===== config.mk =====
export PLATFORM = sky130hd
export DESIGN_NAME = dual_updown_wiper_counter
export DESIGN_NICKNAME = d
export VERILOG_FILES = /design/src/wiper_pkg.sv /design/src/wiper_tap_decode.sv /design/src/dual_updown_wiper_counter.sv
export VERILOG_INCLUDE_DIRS = /design/src
export SDC_FILE = /design/constraint.sdc
export NUM_CORES = 1
export LEC_CHECK = 0
export BUFFER_PORTS_ARGS = -buffer_cell sky130_fd_sc_hd__buf_2
export CAP_MARGIN = 20
export CORE_MARGIN = 2
export CORE_UTILIZATION = 55
export DETAILED_ROUTE_END_ITERATION = 8
export PLACE_DENSITY = 0.89
export SLEW_MARGIN = 40
export SYNTH_ARGS = -nofsm -noshare
export SYNTH_HDL_FRONTEND = slang
export SYNTH_SLANG_ARGS = --single-unit

===== constraint.sdc =====
create_clock -name i_core_clk -period 8.7 [get_ports i_core_clk]
set_clock_uncertainty 0.05 [all_clocks]
set_input_delay 0.435 -clock i_core_clk [delete_from_list [all_inputs] [get_ports i_core_clk]]
set_output_delay 0.435 -clock i_core_clk [all_outputs]
set_load 0.005 [all_outputs]

===== src/wiper_params.svh =====
// Constants for the dual up/down wiper counter.
// Assumes inclusion by the package and by the design modules.
`ifndef WIPER_PARAMS_SVH
`define WIPER_PARAMS_SVH
`define WIPER_CODE_W    7
`define WIPER_POSITIONS 128
`define WIPER_ZERO      7'h00
`define WIPER_FULL      7'h7F
`define WIPER_MID       7'h40
`define WIPER_STEP      7'h01
`define MODE_COMMON     1'h0
`define MODE_INDEP      1'h1
`define SEL_CHAN_ONE    1'h0
`define SEL_CHAN_TWO    1'h1
`endif


===== src/wiper_pkg.sv =====
// Types for the dual up/down wiper counter.
// Assumes the constants header is in the include path.
`include "wiper_params.svh"
package wiper_pkg;
    typedef logic [`WIPER_CODE_W-1:0] wiper_code_t;
    typedef struct packed {
        logic chip_select_n;
        logic count_clk;
        logic up_down;
        logic mode;
        logic channel_select;
    } ctrl_pins_t;
    typedef struct packed {
        wiper_code_t resistor_channel_one;
        wiper_code_t resistor_channel_two;
    } wiper_pair_t;
endpackage


===== src/wiper_tap_decode.sv =====
// One-hot tap decoder for a single resistor string.
// Assumes a code settled within each clock; purely combinational.
`timescale 1ns/1ns
`include "wiper_params.svh"
module wiper_tap_decode
    import wiper_pkg::*;
#(
    parameter int POSITIONS = `WIPER_POSITIONS
) (
    input  wire wiper_code_t          i_code,
    output logic [POSITIONS-1:0]      o_taps
);
    always_comb begin
        o_taps = '0;
        o_taps[i_code] = 1'b1;
    end
endmodule


===== src/dual_updown_wiper_counter.sv =====
// Dual 128-position saturating up/down wiper counters and tap decode.
// Assumes asynchronous control pins; all are synchronised to i_core_clk.
// The count clock pin is sampled, so its pulses must be much slower.
//
// Functional notes
// RULE1: Each channel holds a 128-position setting moved only by counted pulses with chip select low.
// RULE2: Counting happens only on a falling count-clock edge; rising edges do nothing.
// RULE3: With chip select low each pulse counts up or down as the direction level says.
// RULE4: Direction high adds one per pulse until the code reaches 7F hex.
// RULE5: Direction low subtracts one per pulse and stops at 00 hex.
// RULE6: Codes saturate at 00 and 7F hex and never wrap.
// RULE7: After reset both codes start at mid-scale 40 hex.
// RULE8: The code drives the tap selection by decode with no extra clocked delay.
// RULE9: The applied tap equals the code, giving code over 128 of the span.
// RULE10: The controller supplies clean, debounced count-clock transitions.
// RULE11: Mode and channel select decide whether one or both channels move.
// RULE12: Common mode moves both codes by the same step, keeping their difference.
// RULE13: Independent mode moves channel one for select low, channel two for high.
// RULE14: Chip select high freezes both codes whatever the other inputs do.
// RULE15: In common mode a step that would overrun either code moves neither.
// RULE16: Direction, mode and select are taken at the counting falling edge.
`timescale 1ns/1ns
`include "wiper_params.svh"
module dual_updown_wiper_counter
    import wiper_pkg::*;
#(
    parameter int POSITIONS = `WIPER_POSITIONS
) (
    input  wire logic                 i_core_clk,
    input  wire logic                 i_resetn,
    input  wire ctrl_pins_t           i_pins,
    output wiper_pair_t               o_wiper_codes,
    output logic [POSITIONS-1:0]      o_taps_one,
    output logic [POSITIONS-1:0]      o_taps_two
);
    ctrl_pins_t  pins_meta_r;
    ctrl_pins_t  pins_sync_r;
    logic        clk_prev_r;
    logic        fall_edge;
    logic        count_en;
    logic        dir_up;
    logic        move_one;
    logic        move_two;
    logic        can_one;
    logic        can_two;
    wiper_code_t code_one_r;
    wiper_code_t code_two_r;
    wiper_code_t code_one_nxt;
    wiper_code_t code_two_nxt;
    logic [POSITIONS-1:0] taps_one_nxt;
    logic [POSITIONS-1:0] taps_two_nxt;

    // True if one step in the given direction stays in range
    function automatic logic step_ok(input wiper_code_t c, input logic up);
        step_ok = up ? (c != `WIPER_FULL) : (c != `WIPER_ZERO);
    endfunction

    function automatic wiper_code_t step(input wiper_code_t c,
                                         input logic up);
        step = up ? c + `WIPER_STEP : c - `WIPER_STEP;
    endfunction

    // Two-stage synchroniser for all pins
    always_ff @(posedge i_core_clk) begin
        if (!i_resetn) begin
            pins_meta_r <= '{chip_select_n: 1'b1, default: 1'b0};
            pins_sync_r <= '{chip_select_n: 1'b1, default: 1'b0};
        end else begin
            pins_meta_r <= i_pins;
            pins_sync_r <= pins_meta_r;
        end
    end

    always_ff @(posedge i_core_clk) begin
        if (!i_resetn) begin
            clk_prev_r <= 1'b0;
        end else begin
            clk_prev_r <= pins_sync_r.count_clk;
        end
    end

    assign fall_edge = clk_prev_r & ~pins_sync_r.count_clk; // RULE2
    assign count_en  = fall_edge & ~pins_sync_r.chip_select_n; // RULE1 RULE14
    assign dir_up    = pins_sync_r.up_down; // RULE3 RULE16
    assign can_one   = step_ok(code_one_r, dir_up); // RULE6
    assign can_two   = step_ok(code_two_r, dir_up);

    always_comb begin
        move_one = 1'b0;
        move_two = 1'b0;
        if (count_en) begin
            unique case (pins_sync_r.mode) // RULE11
                `MODE_COMMON: begin
                    move_one = can_one & can_two; // RULE12 RULE15
                    move_two = can_one & can_two;
                end
                `MODE_INDEP: begin
                    move_one = can_one &
                        (pins_sync_r.channel_select == `SEL_CHAN_ONE); // RULE13
                    move_two = can_two &
                        (pins_sync_r.channel_select == `SEL_CHAN_TWO);
                end
            endcase
        end
    end

    assign code_one_nxt = move_one ? step(code_one_r, dir_up) // RULE4 RULE5
                                   : code_one_r;
    assign code_two_nxt = move_two ? step(code_two_r, dir_up)
                                   : code_two_r;

    always_ff @(posedge i_core_clk) begin
        if (!i_resetn) begin
            code_one_r <= `WIPER_MID; // RULE7
            code_two_r <= `WIPER_MID;
        end else begin
            code_one_r <= code_one_nxt;
            code_two_r <= code_two_nxt;
        end
    end

    // Decode from next value so taps track codes in the same edge
    wiper_tap_decode #(.POSITIONS(POSITIONS)) u_dec_one (
        .i_code (code_one_nxt),
        .o_taps (taps_one_nxt)
    );
    wiper_tap_decode #(.POSITIONS(POSITIONS)) u_dec_two (
        .i_code (code_two_nxt),
        .o_taps (taps_two_nxt)
    );

    always_ff @(posedge i_core_clk) begin
        if (!i_resetn) begin
            o_wiper_codes <= '{`WIPER_MID, `WIPER_MID};
            o_taps_one    <= POSITIONS'(1) << `WIPER_MID;
            o_taps_two    <= POSITIONS'(1) << `WIPER_MID;
        end else begin
            o_wiper_codes <= '{code_one_nxt, code_two_nxt}; // RULE8 RULE9
            o_taps_one    <= taps_one_nxt;
            o_taps_two    <= taps_two_nxt;
        end
    end
endmodule


==> reports/qor.txt <==
Setup slack after layout: 5.14 ns
Multiplexer area fraction after synthesis: 1.40%
Synth Area in Adders: 1.70%
Max-slew violations: 0
# IOs: 277
Fin crit share: 41.0%
Simple-Gate Fraction of Synth Area: 22.7%
Hold/Removal Path Class: in2reg
Depth of the worst register-to-register path: 10
Inserted Diodes: 0
Syn Nets: 1,047
Pre-CTS setup slack: 5.21 ns
Postcts setup bufs: 0
Core area: 17,300 µm²
Pin count of the biggest net entering global routing: 58
Period minus WS final: 3.56 ns
Initial antenna violation count: 0
Setup Viol. Count Final: 0
CTS Hold Bufs: 0
Remaining DRCs: 0
Mapped Cells: 1,028
GP Congestion: 1.01
Layout cells sized above 1: 28.5%
Maximum vdd drop: 0.181 mV
Leak Pwr: 5.46 nW
Type of origin of the critical path: flop
Synth Warn #: 0
FP Rows: 48
Die W: 137 µm
Worst Tran Pin Value: 0.844 ns
Clock Sinks: 281
Skew-Pair Late Insertion Delay: 0.54 ns
Hold Vio Cnt, Final: 0
Drt initial violations: 687
First-pass GRT wire length: 41.6 mm
CTS tree: done
MaxCap Viol Count: 0
Largest family of logic cells by synthesized area: simple AND/OR/NAND/NOR gates
Number of enable flip-flop cells after synthesis: 0
Post-CTS sizing: 0
Setup TNS: 0 ns
Avg WL per Cell: 17.9 µm
Initial Utilization: 56.2%
Vias per cell: 5.53
Final ANT Viol Nets: 0
Worst Setup End Kind: flop
Post-synthesis async set-or-reset flop share: 0%
Synthesized flop and latch total: 281
Outcome: completed
First drt pass iteration count: 5
All-Layer GR Usage: 27.8%
Rel. slew slack: 43.7%
DIE HEIGHT: 137 µm
Final nets: 1,303
Top_reg_cell synth: dfxtp_1
Total Die Area: 18,800 µm²
PD cells: 202 nW/µm²
Total global routing overflow: 0
CTS clk-pin slew, worst paths: 0.07 ns
Netlist cell types: 64
Cts bufs inserted: 26
Number of global-route vias before repair: 8,002
Max Freq: 281 MHz
CTS H-Tree Depth: 1
Total Wirelength: 27.4 mm
Syn Area/Cell: 9.45 µm²
CP Max Fanout: 15
Clock root cell: clkbuf_16
Synth Cell Area: 9720 µm²
Area delta synth->final: 25.0%
Sequential-to-total area share from yosys stat: 57.9%
Worst Path Required: 9.04 ns
Post-synthesis xor/xnor area fraction: 1.17%
Crit path kind: reg2reg
Clk buf depth: 3
Final HPWL DP: 18.9 mm
RSZ-0062 raised after global routing: no
Critical Path AT: 3.91 ns
Port Buffers: 276
Hold depth: 2
DR vias: 8,429
Compound-cell area share of the yosys netlist: 12.0%
## cells by family after synthesis
logic type | count (synthesis)
AO/OA/AOI/OAI | 169
XOR/XNOR | 13
adder cells (fa/ha/maj) | 12
buffers and inverters | 68
flip-flops | 281
multiplexers | 13
AND/OR/NAND/NOR | 472
## cells in the mapped netlist (2+ instances only)
cell type	count	area, µm²
xor2_1	5	43.8
nor4b_2	11	165
nor2_1	292	1100
nor3b_1	4	30.0
nor2b_1	6	37.5
a211oi_1	23	173
a21oi_1	59	295
nor4b_1	5	43.8
nor3_2	5	50.1
and3_1	2	12.5
a21boi_0	9	67.6
o21ai_0	3	15.0
a31oi_2	4	50.1
nor4_1	7	43.8
a21o_1	3	22.5
buf_4	2	15.0
nand3b_1	3	22.5
xnor2_1	8	70.1
inv_1	5	18.8
fa_1	2	40.0
nand3_1	13	65.1
nand2b_1	11	68.8
ha_1	10	125
a31oi_1	33	206
o31ai_1	4	30.0
mux2i_1	11	110
a41oi_1	3	26.3
nand2_1	57	214
clkbuf_1	27	101
o31a_1	2	17.5
buf_1	5	18.8
a2111oi_0	7	61.3
dfxtp_1	281	5630
or3_1	2	12.5
and2_1	16	100
buf_2	28	140
nor3_1	19	95.1
or3b_2	2	17.5
or2_2	4	25.0
nand4_1	7	43.8
o21a_1	5	37.5
## area by class of cell
| cell class | count | area [µm²] |
|---|---|---|
| clock inverters | 7 | 77.6 |
| flip-flops and latches | 281 | 5630 |
| clock buffers | 37 | 742 |
| fillers | 1258 | 5150 |
| repair buffers | 291 | 1540 |
| inverters | 5 | 18.8 |
| well taps | 225 | 282 |
| multi-input cells | 679 | 3860 |
## per-stage QoR
stage               area (µm²)  util [%]  total power, W  cells  hold slack [ns]
floorplan                 9720         -         0.00137   1028            0.336
global placement         11200      64.8         0.00138   1472            0.341
detailed placement       11300      65.5         0.00138   1481            0.346
CTS                      12100      70.2         0.00245   1525           0.0395
global route             12100      70.2         0.00251   1525           0.0520
finish                   12100      70.2         0.00245   1525           0.0467
## final timing paths
path	start	to	slack [ns]
worst max-delay path	dir_up$_SDFF_PN0_	o_taps_one[67]$_SDFF_PN0_	5.14
worst min register to register	pins_meta_r[4]$_SDFF_PN1_	pins_sync_r[4]$_SDFF_PN1_	0.38
worst max register to register	dir_up$_SDFF_PN0_	o_taps_one[67]$_SDFF_PN0_	5.14
worst min-delay path	i_pins[4]	pins_meta_r[4]$_SDFF_PN1_	0.05
## per-layer routing
metal,global-route usage (%),routed length [µm],up-vias
li1,-,-,3982
met1,32.5,10500,3970
met2,49.5,13600,416
met3,7.11,2480,61
met4,8.93,710,0
met5,0,0,-
## flip-flops by register name, indices dropped and copies added, names as in the netlist
register,flops
pins_sync_r,4
o_taps_two,128
dir_up,1
o_taps_one,128
clk_prev_r,1
o_wiper_codes,14
pins_meta_r,5
## power by group
group / switching, W / leakage [nW] / internal, W
clock network: 0.000473 / 0.401 / 0.000622
registers: 0.00000274 / 2.26 / 0.00129
logic: 0.0000446 / 2.79 / 0.0000205
total: 0.000520 / 5.46 / 0.00193
## worst max-delay path, stage by stage, from the launching register on
cell and delay (ns):
dfxtp_1 0.57, inv_1 0.35, fa_1 0.54, a211o_1 0.32, and3_1 0.18, o31ai_1 0.37, nor4_1 0.14, a211oi_4 0.36
buf_6 0.22, buf_4 0.24, nor2_1 0.08
## cell usage in the layout, fill, tap and decap left out, types with 4 or more instances in the layout
master and instances:
nand2b_1 11, nand4_1 7, nand2_1 57, nor2b_1 6
inv_1 5, buf_2 275, a21oi_1 57, dfxtp_1 281
o31ai_1 4, and2_1 16, nor4_1 7, nor3_1 19
nor4b_1 5, a211oi_1 23, buf_4 9, ha_1 10
clkbuf_8 5, o21a_1 5, xnor2_1 8, a31oi_1 33
nor4b_2 11, a21boi_0 9, nor2_1 291, mux2i_1 11
xor2_1 5, buf_8 4, nor3b_1 4, a2111oi_0 7
clkbuf_16 26, clkbuf_1 6, a31oi_4 4, or2_2 4
nand3_1 13
Power figures use the tool's default switching activity.
